`src/hw/eac_pkg.sv`:
```
package eac_pkg;

  // ----------------------------------------
  // widths
  // ----------------------------------------
  localparam int unsigned EAC_AW = 15;
  localparam int unsigned EAC_DW = 16;

  // ----------------------------------------
  // field positions (bit 15 is the word msb)
  // ----------------------------------------
  localparam int unsigned OPC_IND_BIT = 10;
  localparam int unsigned OPC_IDX_HI  = 9;
  localparam int unsigned OPC_IDX_LO  = 8;
  localparam int unsigned OPC_DISP_HI = 7;
  localparam int unsigned EXT_IND_BIT = 15;
  localparam int unsigned PTR_IND_BIT = 15;
  localparam int unsigned BIT_IND_HI  = 3;
  localparam int unsigned BIT_OFF_LO  = 4;

  // ----------------------------------------
  // index field codes
  // ----------------------------------------
  localparam logic [1:0] IDX_ABS = 2'h0;
  localparam logic [1:0] IDX_PC  = 2'h1;
  localparam logic [1:0] IDX_A   = 2'h2;
  localparam logic [1:0] IDX_B   = 2'h3;

  // ----------------------------------------
  // lower page zero
  // ----------------------------------------
  localparam logic [14:0] AUTO_INC_LO = 15'h0010;
  localparam logic [14:0] AUTO_INC_HI = 15'h0017;
  localparam logic [14:0] AUTO_DEC_LO = 15'h0018;
  localparam logic [14:0] AUTO_DEC_HI = 15'h001f;
  localparam logic [14:0] LPZ_END     = 15'h00ff;
  localparam logic [15:0] ONE_W       = 16'h0001;
  localparam logic [14:0] ONE_A       = 15'h0001;

  // ----------------------------------------
  // operand word counts
  // ----------------------------------------
  localparam logic [2:0] WC_WORD   = 3'h1;
  localparam logic [2:0] WC_SINGLE = 3'h2;
  localparam logic [2:0] WC_DOUBLE = 3'h4;

  // ----------------------------------------
  // request and result carriers
  // ----------------------------------------
  typedef enum logic [1:0] {
    EAC_KIND_MEM,
    EAC_KIND_BYTE,
    EAC_KIND_BIT
  } eac_kind_e;

  typedef enum logic [1:0] {
    EAC_PREC_WORD,
    EAC_PREC_SINGLE,
    EAC_PREC_DOUBLE
  } eac_prec_e;

  typedef struct packed {
    eac_kind_e   kind;
    eac_prec_e   prec;
    logic        long_disp;
    logic [15:0] opcode;
    logic [15:0] ext;
    logic [15:0] pc;
    logic [15:0] base_a;
    logic [15:0] base_b;
    logic [15:0] acs;
    logic [15:0] acd;
    logic        same_ac;
  } eac_req_s;

  typedef struct packed {
    logic [14:0] eff_addr;
    logic [7:0]  byte_val;
    logic        bit_val;
    logic [2:0]  word_cnt;
    logic        fault;
  } eac_res_s;

endpackage

```
`src/hw/eac_resolver.sv`:
```
// The implementer's own choices: the placing of the registers and the strobed register port.
`timescale 1ns/1ps
module eac_resolver #(
  parameter int unsigned CHAIN_LIMIT = 16
) (
  // clock and reset
  input  wire logic                 i_sys_clk,
  input  wire logic                 i_reset_n,
  input  wire logic                 i_clk_en,
  // request from the decoder
  input  wire logic                 i_req_valid,
  input  wire eac_pkg::eac_req_s    i_req,
  // configuration levels
  input  wire logic                 i_early_variant,
  input  wire logic                 i_xlat_present,
  input  wire logic                 i_xlat_enable,
  // memory path
  output logic                      o_mem_rd,
  output logic                      o_mem_wr,
  output logic [14:0]               o_mem_addr,
  output logic [15:0]               o_mem_wdata,
  output logic                      o_mem_xlat,
  input  wire logic                 i_mem_valid,
  input  wire logic [15:0]          i_mem_rdata,
  // result
  output logic                      o_busy,
  output logic                      o_done,
  output eac_pkg::eac_res_s         o_res
);

  localparam int unsigned CW = $clog2(CHAIN_LIMIT + 1);
  localparam logic [CW-1:0] CNT_LIM = CW'(CHAIN_LIMIT);
  localparam logic [CW-1:0] CNT_ONE = CW'(1);

  typedef enum logic [2:0] {
    ST_IDLE,
    ST_PTR_RD,
    ST_PTR_WAIT,
    ST_AUTO_WR,
    ST_OPD_RD,
    ST_OPD_WAIT,
    ST_FINISH
  } eac_state_e;

  // ----------------------------------------
  // state
  // ----------------------------------------
  eac_state_e         st_reg, st_next;
  eac_pkg::eac_req_s  req_reg, req_next;
  eac_pkg::eac_res_s  res_reg, res_next;
  logic [14:0]        addr_reg, addr_next;
  logic [14:0]        off_reg, off_next;
  logic [15:0]        ptr_reg, ptr_next;
  logic [CW-1:0]      cnt_reg, cnt_next;
  logic               rd_reg, rd_next;
  logic               wr_reg, wr_next;
  logic               done_reg, done_next;

  // ----------------------------------------
  // address forming
  // ----------------------------------------
  logic        xlat_on;
  logic [1:0]  idx;
  logic        ind;
  logic [14:0] disp;
  logic [14:0] base;
  logic [14:0] calc;
  logic [11:0] bit_off;
  logic        in_inc;
  logic        in_dec;
  logic [15:0] ptr_new;

  // translation only when it exists and is switched on
  assign xlat_on = i_xlat_present & i_xlat_enable;

  // index field lives in the opcode word in both formats
  assign idx = i_req.opcode[eac_pkg::OPC_IDX_HI:eac_pkg::OPC_IDX_LO];

  // long form carries indirect flag and disp in word two
  always_comb
  begin
    if (i_req.long_disp)
    begin
      ind  = i_req.ext[eac_pkg::EXT_IND_BIT];
      disp = i_req.ext[14:0];
    end
    else
    begin
      ind  = i_req.opcode[eac_pkg::OPC_IND_BIT];
      disp = (idx == eac_pkg::IDX_ABS)
           ? {7'h00, i_req.opcode[eac_pkg::OPC_DISP_HI:0]}
           : {{7{i_req.opcode[eac_pkg::OPC_DISP_HI]}},
              i_req.opcode[eac_pkg::OPC_DISP_HI:0]};
    end
  end

  // base msb dropped: only the low fifteen bits take part
  always_comb
  begin
    unique case (idx)
      eac_pkg::IDX_PC: base = i_req.pc[14:0];
      eac_pkg::IDX_A:  base = i_req.base_a[14:0];
      eac_pkg::IDX_B:  base = i_req.base_b[14:0];
      eac_pkg::IDX_ABS: base = 15'h0000;
    endcase
  end

  // absolute keeps disp as is, so page zero is always reachable
  always_comb
  begin
    if (idx == eac_pkg::IDX_ABS)
      calc = disp;
    else if (idx == eac_pkg::IDX_PC && i_req.long_disp)
      calc = base + disp + eac_pkg::ONE_A;
    else
      calc = base + disp;
  end

  // word offset sits above the four bit-indicator bits
  assign bit_off = i_req.acd[15:eac_pkg::BIT_OFF_LO];

  // auto-index windows apply to the pointer's own location
  assign in_inc = i_early_variant
                & (addr_reg >= eac_pkg::AUTO_INC_LO)
                & (addr_reg <= eac_pkg::AUTO_INC_HI);
  assign in_dec = i_early_variant
                & (addr_reg >= eac_pkg::AUTO_DEC_LO)
                & (addr_reg <= eac_pkg::AUTO_DEC_HI);

  // the modified word is both written back and followed
  always_comb
  begin
    if (in_inc)
      ptr_new = i_mem_rdata + eac_pkg::ONE_W;
    else if (in_dec)
      ptr_new = i_mem_rdata - eac_pkg::ONE_W;
    else
      ptr_new = i_mem_rdata;
  end

  // ----------------------------------------
  // sequencer
  // ----------------------------------------
  // one transfer at a time; memory answers with i_mem_valid
  always_comb
  begin
    st_next   = st_reg;
    req_next  = req_reg;
    res_next  = res_reg;
    addr_next = addr_reg;
    off_next  = off_reg;
    ptr_next  = ptr_reg;
    cnt_next  = cnt_reg;
    rd_next   = 1'b0;
    wr_next   = 1'b0;
    done_next = 1'b0;
    unique case (st_reg)
      ST_IDLE:
      begin
        if (i_req_valid)
        begin
          req_next = i_req;
          res_next = '0;
          off_next = 15'h0000;
          cnt_next = '0;
          unique case (i_req.prec)
            eac_pkg::EAC_PREC_SINGLE: res_next.word_cnt = eac_pkg::WC_SINGLE;
            eac_pkg::EAC_PREC_DOUBLE: res_next.word_cnt = eac_pkg::WC_DOUBLE;
            default:                  res_next.word_cnt = eac_pkg::WC_WORD;
          endcase
          unique case (i_req.kind)
            eac_pkg::EAC_KIND_BYTE:
            begin
              // straight from the accumulator, no chain
              addr_next = i_req.acs[15:1];
              st_next   = ST_OPD_RD;
            end
            eac_pkg::EAC_KIND_BIT:
            begin
              if (i_req.same_ac)
              begin
                addr_next = {3'h0, bit_off};
                st_next   = ST_OPD_RD;
              end
              else if (i_req.acs[eac_pkg::PTR_IND_BIT])
              begin
                // offset waits until the chain is resolved
                addr_next = i_req.acs[14:0];
                off_next  = {3'h0, bit_off};
                st_next   = ST_PTR_RD;
              end
              else
              begin
                addr_next = i_req.acs[14:0] + {3'h0, bit_off};
                st_next   = ST_OPD_RD;
              end
            end
            default:
            begin
              addr_next = calc;
              st_next   = ind ? ST_PTR_RD : ST_FINISH;
            end
          endcase
        end
      end
      ST_PTR_RD:
      begin
        if (xlat_on && cnt_reg == CNT_LIM)
        begin
          res_next.fault = 1'b1;
          st_next        = ST_FINISH;
        end
        else
        begin
          rd_next  = 1'b1;
          cnt_next = cnt_reg + CNT_ONE;
          st_next  = ST_PTR_WAIT;
        end
      end
      ST_PTR_WAIT:
      begin
        if (i_mem_valid)
        begin
          ptr_next = ptr_new;
          if (in_inc || in_dec)
          begin
            wr_next = 1'b1;
            st_next = ST_AUTO_WR;
          end
          else if (ptr_new[eac_pkg::PTR_IND_BIT])
          begin
            addr_next = ptr_new[14:0];
            st_next   = ST_PTR_RD;
          end
          else
          begin
            addr_next = ptr_new[14:0] + off_reg;
            st_next   = (req_reg.kind == eac_pkg::EAC_KIND_BIT)
                      ? ST_OPD_RD : ST_FINISH;
          end
        end
      end
      ST_AUTO_WR:
      begin
        // write went out this cycle; now follow the word
        if (ptr_reg[eac_pkg::PTR_IND_BIT])
        begin
          addr_next = ptr_reg[14:0];
          st_next   = ST_PTR_RD;
        end
        else
        begin
          addr_next = ptr_reg[14:0] + off_reg;
          st_next   = (req_reg.kind == eac_pkg::EAC_KIND_BIT)
                    ? ST_OPD_RD : ST_FINISH;
        end
      end
      ST_OPD_RD:
      begin
        rd_next = 1'b1;
        st_next = ST_OPD_WAIT;
      end
      ST_OPD_WAIT:
      begin
        if (i_mem_valid)
        begin
          // select flag 0 picks the upper byte (most significant)
          res_next.byte_val = req_reg.acs[0] ? i_mem_rdata[7:0]
                                             : i_mem_rdata[15:8];
          // indicator 0 names the word msb
          res_next.bit_val = i_mem_rdata[4'hf -
                             req_reg.acd[eac_pkg::BIT_IND_HI:0]];
          st_next = ST_FINISH;
        end
      end
      ST_FINISH:
      begin
        res_next.eff_addr = addr_reg;
        done_next         = 1'b1;
        st_next           = ST_IDLE;
      end
    endcase
  end

  // clock enable low freezes every flop, outputs included
  always_ff @(posedge i_sys_clk or negedge i_reset_n)
  begin
    if (!i_reset_n)
    begin
      st_reg   <= ST_IDLE;
      req_reg  <= '0;
      res_reg  <= '0;
      addr_reg <= 15'h0000;
      off_reg  <= 15'h0000;
      ptr_reg  <= 16'h0000;
      cnt_reg  <= '0;
      rd_reg   <= 1'b0;
      wr_reg   <= 1'b0;
      done_reg <= 1'b0;
    end
    else if (i_clk_en)
    begin
      st_reg   <= st_next;
      req_reg  <= req_next;
      res_reg  <= res_next;
      addr_reg <= addr_next;
      off_reg  <= off_next;
      ptr_reg  <= ptr_next;
      cnt_reg  <= cnt_next;
      rd_reg   <= rd_next;
      wr_reg   <= wr_next;
      done_reg <= done_next;
    end
  end

  // ----------------------------------------
  // outputs
  // ----------------------------------------
  // every output is a flop; busy is low only in idle
  logic busy_reg;
  logic xl_reg;

  always_ff @(posedge i_sys_clk or negedge i_reset_n)
  begin
    if (!i_reset_n)
    begin
      busy_reg <= 1'b0;
      xl_reg   <= 1'b0;
    end
    else if (i_clk_en)
    begin
      busy_reg <= (st_next != ST_IDLE);
      xl_reg   <= xlat_on;
    end
  end

  assign o_mem_rd    = rd_reg;
  assign o_mem_wr    = wr_reg;
  assign o_mem_addr  = addr_reg;
  assign o_mem_wdata = ptr_reg;
  assign o_mem_xlat  = xl_reg;
  assign o_busy      = busy_reg;
  assign o_done      = done_reg;
  assign o_res       = res_reg;

  // ----------------------------------------
  // checks
  // ----------------------------------------
  logic [1:0] q_idx;
  logic       q_ind;
  assign q_idx = req_reg.opcode[eac_pkg::OPC_IDX_HI:eac_pkg::OPC_IDX_LO];
  assign q_ind = req_reg.long_disp ? req_reg.ext[eac_pkg::EXT_IND_BIT]
                                   : req_reg.opcode[eac_pkg::OPC_IND_BIT];

  property p_abs_short;
    @(posedge i_sys_clk) disable iff (!i_reset_n)
    o_done && req_reg.kind == eac_pkg::EAC_KIND_MEM && q_idx == eac_pkg::IDX_ABS
      && !q_ind && !req_reg.long_disp
    |-> o_res.eff_addr == {7'h00, req_reg.opcode[7:0]};
  endproperty
  a_abs_short: assert property (p_abs_short)
    else $error("absolute address differs from displacement");

  property p_rel_short;
    @(posedge i_sys_clk) disable iff (!i_reset_n)
    o_done && req_reg.kind == eac_pkg::EAC_KIND_MEM && q_idx == eac_pkg::IDX_B
      && !q_ind && !req_reg.long_disp
    |-> o_res.eff_addr == 15'(req_reg.base_b[14:0]
        + {{7{req_reg.opcode[7]}}, req_reg.opcode[7:0]});
  endproperty
  a_rel_short: assert property (p_rel_short)
    else $error("short relative address wrong");

  property p_pc_long;
    @(posedge i_sys_clk) disable iff (!i_reset_n)
    o_done && req_reg.kind == eac_pkg::EAC_KIND_MEM && q_idx == eac_pkg::IDX_PC
      && !q_ind && req_reg.long_disp
    |-> o_res.eff_addr == 15'(req_reg.pc[14:0] + req_reg.ext[14:0] + 15'h0001);
  endproperty
  a_pc_long: assert property (p_pc_long)
    else $error("pc long address missing the extra one");

  property p_ind_read;
    @(posedge i_sys_clk) disable iff (!i_reset_n)
    i_clk_en && st_reg == ST_PTR_RD && !(xlat_on && cnt_reg == CNT_LIM)
    |=> o_mem_rd && o_mem_addr == $past(addr_reg);
  endproperty
  a_ind_read: assert property (p_ind_read)
    else $error("pointer read not issued");

  property p_auto_inc;
    @(posedge i_sys_clk) disable iff (!i_reset_n)
    i_clk_en && st_reg == ST_PTR_WAIT && i_mem_valid && in_inc
    |=> o_mem_wr && o_mem_wdata == 16'($past(i_mem_rdata) + 16'h0001);
  endproperty
  a_auto_inc: assert property (p_auto_inc)
    else $error("auto-increment write-back wrong");

  property p_auto_dec;
    @(posedge i_sys_clk) disable iff (!i_reset_n)
    i_clk_en && st_reg == ST_PTR_WAIT && i_mem_valid && in_dec
    |=> o_mem_wr && o_mem_wdata == 16'($past(i_mem_rdata) - 16'h0001);
  endproperty
  a_auto_dec: assert property (p_auto_dec)
    else $error("auto-decrement write-back wrong");

  property p_chain;
    @(posedge i_sys_clk) disable iff (!i_reset_n)
    i_clk_en && st_reg == ST_PTR_WAIT && i_mem_valid && !in_inc && !in_dec
      && i_mem_rdata[15]
    |=> st_reg == ST_PTR_RD && addr_reg == $past(i_mem_rdata[14:0]);
  endproperty
  a_chain: assert property (p_chain)
    else $error("indirect chain not continued");

  property p_limit;
    @(posedge i_sys_clk) disable iff (!i_reset_n)
    i_clk_en && st_reg == ST_PTR_RD && xlat_on && cnt_reg == CNT_LIM
    |=> !o_mem_rd && o_res.fault;
  endproperty
  a_limit: assert property (p_limit)
    else $error("pointer count beyond bound");

  property p_byte_direct;
    @(posedge i_sys_clk) disable iff (!i_reset_n)
    st_reg == ST_PTR_RD |-> req_reg.kind != eac_pkg::EAC_KIND_BYTE;
  endproperty
  a_byte_direct: assert property (p_byte_direct)
    else $error("byte access went indirect");

  property p_bit_same;
    @(posedge i_sys_clk) disable iff (!i_reset_n)
    o_done && req_reg.kind == eac_pkg::EAC_KIND_BIT && req_reg.same_ac
    |-> o_res.eff_addr == {3'h0, req_reg.acd[15:4]};
  endproperty
  a_bit_same: assert property (p_bit_same)
    else $error("same accumulator bit address wrong");

endmodule

```
`config.mk`:
```
export PLATFORM = sky130hd
export DESIGN_NAME = eac_resolver
export DESIGN_NICKNAME = d
export VERILOG_FILES = /design/src/hw/eac_pkg.sv /design/src/hw/eac_resolver.sv
export SDC_FILE = /design/constraint.sdc
export NUM_CORES = 1
export LEC_CHECK = 0
export BUFFER_PORTS_ARGS = -buffer_cell sky130_fd_sc_hd__buf_2
export CAP_MARGIN = 20
export CORE_ASPECT_RATIO = 1.25
export CORE_UTILIZATION = 56
export CTS_CLUSTER_DIAMETER = 200
export DETAILED_ROUTE_END_ITERATION = 10
export PLACE_DENSITY = 0.82
export SYNTH_ARGS = -nofsm -noshare
export SYNTH_HDL_FRONTEND = slang
export SYNTH_SLANG_ARGS = --single-unit
export TNS_END_PERCENT = 20
```
`constraint.sdc`:
```
create_clock -name i_sys_clk -period 4.75 [get_ports i_sys_clk]
set_input_delay 0.475 -clock i_sys_clk [delete_from_list [all_inputs] [get_ports i_sys_clk]]
set_output_delay 0.475 -clock i_sys_clk [all_outputs]
set_load 0.05 [all_outputs]
```
==> results of run 1 <==
how the worst max path moves through the flow:
stage	slack (ns)	end	depth (start not counted)	startpoint
2_1_floorplan	0.07	o_mem_addr[14]	16	i_req[105]
3_3_place_gp	0.41	o_mem_addr[14]	14	i_req[105]
3_5_place_dp	0.35	o_mem_addr[14]	14	i_req[105]
4_1_cts	0.56	o_mem_addr[14]	13	o_mem_addr[10]
5_1_grt	0.26	o_mem_addr[14]	13	o_mem_addr[10]
6_report	0.46	o_mem_addr[14]	15	o_mem_addr[10]
synth_stat cells (14+ instances only):
library cell,number,share of area [%]
nand2_1,182,7.6
dfrtp_1,91,25
o21ai_0,85,4.8
nor2_1,84,3.5
a21oi_1,64,3.6
ha_1,61,8.5
clkbuf_1,51,2.1
nand3_1,39,2.2
xnor2_1,37,3.6
mux2_2,36,4.5
inv_1,31,1.3
nor3_1,28,1.6
xor2_1,28,2.7
a31oi_1,22,1.5
a211oi_1,21,1.8
mux2i_1,16,1.8
a21o_1,14,1.2
a22o_1,14,1.4
nand4_1,14,0.98
through the flow:
stage               power [mW]  utilization [%]
CTS                       5.13             66.3
global placement          4.31             64.3
global route              5.46             66.4
finish                    5.15             66.4
detailed placement        4.37             64.3
floorplan                 3.59                -
layer usage:
layer | share of wire [%] | wire length (um) | vias to the layer above
met5 | 0 | 0 | -
met4 | 5.1 | 1400 | 0
met3 | 6.5 | 1780 | 89
met2 | 49 | 13500 | 400
met1 | 39 | 10600 | 4430
li1 | - | - | 4480
worst max-delay path, cell delays in order, from the launching register on:
cell,delay [ns]
dfrtp_1,0.48
nor4_4,0.41
and3_1,0.43
nand2_1,0.19
o32ai_1,0.36
xnor2_1,0.28
inv_1,0.12
ha_1,0.25
or3_1,0.38
o21ai_0,0.09
a21oi_1,0.10
a31oi_1,0.29
nor4_1,0.12
xor2_1,0.20
a211oi_1,0.33
o32ai_1,0.12
cells by family after synthesis:
group / count (synthesis) / share of synthesized area [%]
buf+inv: 92 / 4.00
mux: 57 / 7.45
xor+xnor: 66 / 6.54
fa+ha+maj: 65 / 9.42
compound gates: 336 / 24.8
flops: 91 / 25.4
simple gates: 424 / 22.3
power by group:
part           total (mW)  internal [mW]  leakage (nW)  switching [mW]
Sequential           1.51           1.08          1.17           0.437
Clock               0.750          0.417         0.145           0.333
Combinational        2.88          0.925          3.57            1.96
Total                5.15           2.42          4.89            2.73
placed cells by master, fill, tap and decap left out, drive strengths merged, types with 13 or more instances in the layout:
cell,instances
xnor2,37
o21ai,94
o21a,13
a22o,14
nand3,40
dfrtp,91
ha,61
o211ai,13
inv,35
nand4,14
nor3,29
xor2,29
a21o,14
a21oi,64
mux2,37
nand2,182
nor2,84
a211oi,21
a31oi,22
mux2i,16
buf,210
cell type report:
cell class | count | area share (%)
Multi-Input combinational cell | 948 | 60.9
Sequential cell | 91 | 21.9
Timing Repair Buffer | 210 | 10.5
Tap cell | 212 | 2.56
Clock buffer | 9 | 2.17
Inverter | 31 | 1.12
Clock inverter | 7 | 0.796
==> results.md, run 1 <==
- Critical Path Fanout Max: 7
- Worst hold slack: 0.206 ns
- Post-route clock period utilization: 90.2%
- FF-to-FF setup slack: 0.46 ns
- Placeable Area: 15600 um^2
- Synth Net Count: 1338
- Required @ worst endpoint: 4.97 ns
- Startpoint types: flip-flop
- Layout cells sized above 1: 22.1%
- Initial DRC count: 714
- Met3 usage: 4.56%
- Setup ws final: 0.464 ns
- Grt total ovfl: 0
- Worst Tran Pin Value: 1.07 ns
- Max H-tree Level: 3
- Relative slew slack: 28.8%
- VDD IR max: 0.000295 V
- Met2 global-route usage: 59.5%
- Cell count after placement: 1491
- CTS Hold Buffers Added: 0
- CTS resizes: 0
- Die H: 143 um
- Worst-skew pair later-pin latency: 0.35 ns
- Vias in the first global route: 8838
- DP HPWL: 21.7 mm
- Cell area power density: 496 nW/um^2
- Post-synthesis cell count: 1131
- Clk buf depth: 2
- Post-CTS Setup Bufs: 0
- Min Tclk post-route: 4.29 ns
- Kind of end point of the critical path: flip-flop
- Routed WL per cell: 18.1 um
- Total wire length: 27.3 mm
- Area delta synth->final: 15.9%
- Asr flop ratio synth: 100%
- GRT Total Usage: 34.1%
- Peak Freq: 233 MHz
- Via count: 9399
- Mean Syn Cell Area: 7.92 um^2
- Max_cap viols: 0
- Residual DRC: 0
- Ant. Diodes: 0
- Sequential-to-total area share from yosys stat: 25.4%
- Largest net degree at the start of global routing: 63
- Synth Register Bits: 91
- Vias per std cell: 6.23
- Nets: 1498
- Final slew viol count: 0
- Reg-to-reg startpoint: o_mem_addr[10]
- Yosys Warn Count: 0
- Die width: 115 um
- R2r worst-path depth: 15
- Clock slew at reported path FFs: 0.07 ns
- Setup_tns: 0 ns
- Primary FF master, synth: dfrtp_1
- CTS Buf Count: 9
- Routability Congestion: 0.974
- Die area: 16500 um^2
- Lkg Pwr: 4.89 nW
- Buffers on Ports: 197
- Pre-CTS WS: 0.347 ns
- EDFF count, synth: 0
- Worst min-delay path class: in2async
- First-pass GRT wire length: 43.9 mm
- Setup violations, final: 0
- Antenna violations before repair: 0
- Mapped cell area: 8950 um^2
- Ports: 206
- Area of the multi-input gates: 6320 um^2
- RSZ-0062 raised after global routing: false
- Row count: 51
- CTS Sinks: 91
- CP Data Arrival Time: 4.51 ns
- GRT met1 Usage: 40.2%
- FF-to-FF End: o_mem_addr[14]
- Initial Util: 57.3%
- Design area: 10400 um^2
- TritonCTS clock tree: done
- FILL cells: 1380
- DR pass1 iterations: 5
- CTS root buffer: clkbuf_16
- CP Class: reg2reg
- Final non-filler cell total: 1508
- Fin. Hold Viols: 0
- Clk_skew: 0.0106 ns
- Status: finished, final reports clean
- Post-synth cell types: 77
- Max reg flops: 28
- Gr busiest metal: met2
- FF+latch area: 2280 um^2
- Post-DP Area: 10100 um^2
- Antenna-violating nets left: 0
Power figures use the tool's default switching activity.
==> run 2: changes to the inputs <==
Clock period 4.75 ns to 4.7 ns, I/O delays scaled along.
==> run 2 against run 1 <==
Net effect: setup slack worse by 0.11 ns; largest cell class unchanged; critical path type unchanged; hold slack worse by 0.098 ns; die area did not move; clock power increased by 2%.
==> results.md, run 2 (same netlist as run 1, synthesis figures left out) <==
- Status: finished, final reports clean (unchanged)
- CTS root buffer: clkbuf_16 (unchanged)
- Total wire length: 27.9 mm (was 27.3 mm)
- Fin. Hold Viols: 0 (unchanged)
- CTS resizes: 0 (unchanged)
- Row count: 51 (unchanged)
- Critical Path Fanout Max: 7 (unchanged)
- Buffers on Ports: 197 (unchanged)
- Antenna violations before repair: 0 (unchanged)
- Layout cells sized above 1: 22.2% (was 22.1%)
- CTS Buf Count: 9 (unchanged)
- Setup violations, final: 0 (unchanged)
- Ant. Diodes: 0 (unchanged)
- Vias per std cell: 6.18 (was 6.23)
- CTS Sinks: 91 (unchanged)
- FF-to-FF End: o_mem_addr[14] (unchanged)
- Post-CTS Setup Bufs: 0 (unchanged)
- FILL cells: 1405 (was 1380)
- Vias in the first global route: 8760 (was 8838)
- Slowest cell on crit path: a2111oi_0 (was dfrtp_1)
- Area delta synth->final: 16.1% (was 15.9%)
- Clk_skew: 0.00820 ns (was 0.0106 ns)
- TritonCTS clock tree: done (unchanged)
- Most common cell after layout, fill and taps aside: buf_2 (unchanged)
- Slowest stage delay, CP: 0.50 ns (was 0.48 ns)
- Grt total ovfl: 0 (unchanged)
- Residual DRC: 0 (unchanged)
- DP HPWL: 21.9 mm (was 21.7 mm)
- Die H: 143 um (unchanged)
- R2r worst-path depth: 13 (was 15)
- Initial DRC count: 666 (was 714)
- Worst min-delay path class: in2async (unchanged)
- Die width: 115 um (unchanged)
- Required @ worst endpoint: 4.92 ns (was 4.97 ns)
- Kind of end point of the critical path: flip-flop (unchanged)
- Peak Freq: 230 MHz (was 233 MHz)
- Routed WL per cell: 18.4 um (was 18.1 um)
- GRT Total Usage: 34.3% (was 34.1%)
- Initial Util: 57.3% (unchanged)
- Worst setup startpoint: o_mem_addr[10] (unchanged)
- Routability Congestion: 1.00 (was 0.974)
- Ports: 206 (unchanged)
- Startpoint types: flip-flop (unchanged)
- Lkg Pwr: 4.91 nW (was 4.89 nW)
- CTS Hold Buffers Added: 0 (unchanged)
- Worst Tran Pin Value: 0.840 ns (was 1.07 ns)
- CP Class: reg2reg (unchanged)
- Commonest cells after routing, fill and taps aside: buf_2 (196), nand2_1 (182), dfrtp_1 (91), o21ai_0 (85), nor2_1 (83) (unchanged)
- CP Data Arrival Time: 4.57 ns (was 4.51 ns)
- Relative slew slack: 43.5% (was 28.8%)
- Max H-tree Level: 3 (unchanged)
- Top delay family on crit path: compound AO/OA/AOI/OAI gates (was simple AND/OR/NAND/NOR gates)
- Cell depth of the worst setup path: 13 (was 15)
- Critical Path End: o_mem_addr[14] (unchanged)
- DR pass1 iterations: 6 (was 5)
- Post-route clock period utilization: 92.5% (was 90.2%)
- Antenna-violating nets left: 0 (unchanged)
- Setup_tns: 0 ns (unchanged)
- Final slew viol count: 0 (unchanged)
- Min Tclk post-route: 4.35 ns (was 4.29 ns)
- Total power: 5.24 mW (was 5.15 mW)
- Crit path cell chain: nor4_4 > and3_1 > nand3_4 > o22ai_1 > xor2_1 > ha_1 > a2111oi_0 > a21oi_1 > a31oi_1 > nor4_1 > xor2_1 > a211oi_1 > o32ai_1 (was nor4_4 > and3_1 > nand2_1 > o32ai_1 > xnor2_1 > inv_1 > ha_1 > or3_1 > o21ai_0 > a21oi_1 > a31oi_1 > nor4_1 > xor2_1 > a211oi_1 > o32ai_1)
- Clk buf depth: 2 (unchanged)
- Largest net degree at the start of global routing: 47 (was 63)
- VDD IR max: 0.000283 V (was 0.000295 V)
- CP bufs+invs: 0 (was 1)
- Max reg flops: 28 (unchanged)
- Placeable Area: 15600 um^2 (unchanged)
- Nets: 1501 (was 1498)
- Cell area power density: 504 nW/um^2 (was 496 nW/um^2)
- Via count: 9334 (was 9399)
- Reg-to-reg startpoint: o_mem_addr[10] (unchanged)
- RSZ-0062 raised after global routing: false (unchanged)
- Worst-skew pair later-pin latency: 0.36 ns (was 0.35 ns)
- Worst path most repeated cell: xor2_1 (was o32ai_1)
- Clock slew at reported path FFs: 0.07 ns (about the same)
- Max_cap viols: 0 (unchanged)
- First-pass GRT wire length: 44.0 mm (was 43.9 mm)
- FF-to-FF setup slack: 0.35 ns (was 0.46 ns)
- Die area: 16500 um^2 (unchanged)
## run 2: cell count changes in the layout (fill, tap and decap cells not counted), sizes merged
cell      before  now
buf          210  213
inv           35   34
clkbuf         9   10
clkinv         0    1
clkinvlp       2    1
## run 2: per-stage QoR
| step | instances | util (%) | worst slack [ns] | hold slack (ns) | cell area, um^2 |
|---|---|---|---|---|---|
| 2_1_floorplan | 1131 | - | 0.0219 | 0.174 | 8950 |
| 3_3_place_gp | 1495 | 64.5 | 0.372 | 0.454 | 10100 |
| 3_5_place_dp | 1495 | 64.5 | 0.283 | 0.459 | 10100 |
| 4_1_cts | 1511 | 66.5 | 0.422 | 0.129 | 10400 |
| 5_1_grt | 1511 | 66.5 | 0.187 | 0.163 | 10400 |
| 6_report | 1511 | 66.5 | 0.351 | 0.108 | 10400 |
## run 2: worst min path at each step
stage | startpoint | to
after floorplan | i_reset_n | cnt_reg[0]
after global placement | req_reg[117] | req_reg[117]
after detailed placement | o_res[1] | o_res[1]
after CTS | i_reset_n | o_mem_xlat
after global routing | i_reset_n | o_done
final | i_reset_n | o_res[21]
## run 2: layout make-up
| cell class | count | area (um^2) | area share (%) |
|---|---|---|---|
| Multi-Input combinational cell | 948 | 6320 | 60.8 |
| Sequential cell | 91 | 2280 | 21.9 |
| Timing Repair Buffer | 213 | 1110 | 10.7 |
| Tap cell | 212 | 265 | 2.55 |
| Clock buffer | 10 | 239 | 2.30 |
| Inverter | 31 | 116 | 1.12 |
| Clock inverter | 6 | 71.3 | 0.686 |
## run 2: worst register-to-register path, cell delays in order, from the launching register on
cell and delay (ns):
dfrtp_1 0.47, nor4_4 0.41, and3_1 0.45, nand3_4 0.17, o22ai_1 0.21, xor2_1 0.40, ha_1 0.36, a2111oi_0 0.50
a21oi_1 0.19, a31oi_1 0.29, nor4_1 0.11, xor2_1 0.20, a211oi_1 0.33, o32ai_1 0.12
## run 2: where the power goes
part	internal [mW]	switching, mW
clock	0.434	0.333
sequential	1.09	0.415
combinational	0.942	2.02
total	2.46	2.77
## run 2: metal layers
metal	global-route usage [%]	routed length (um)	vias up	share of wire (%)
met3	5.36	1780	85	6.4
met2	60.2	13900	412	50
li1	-	-	4472	-
met4	16.7	1270	0	4.5
met1	40.5	11000	4365	39
met5	0	0	-	0
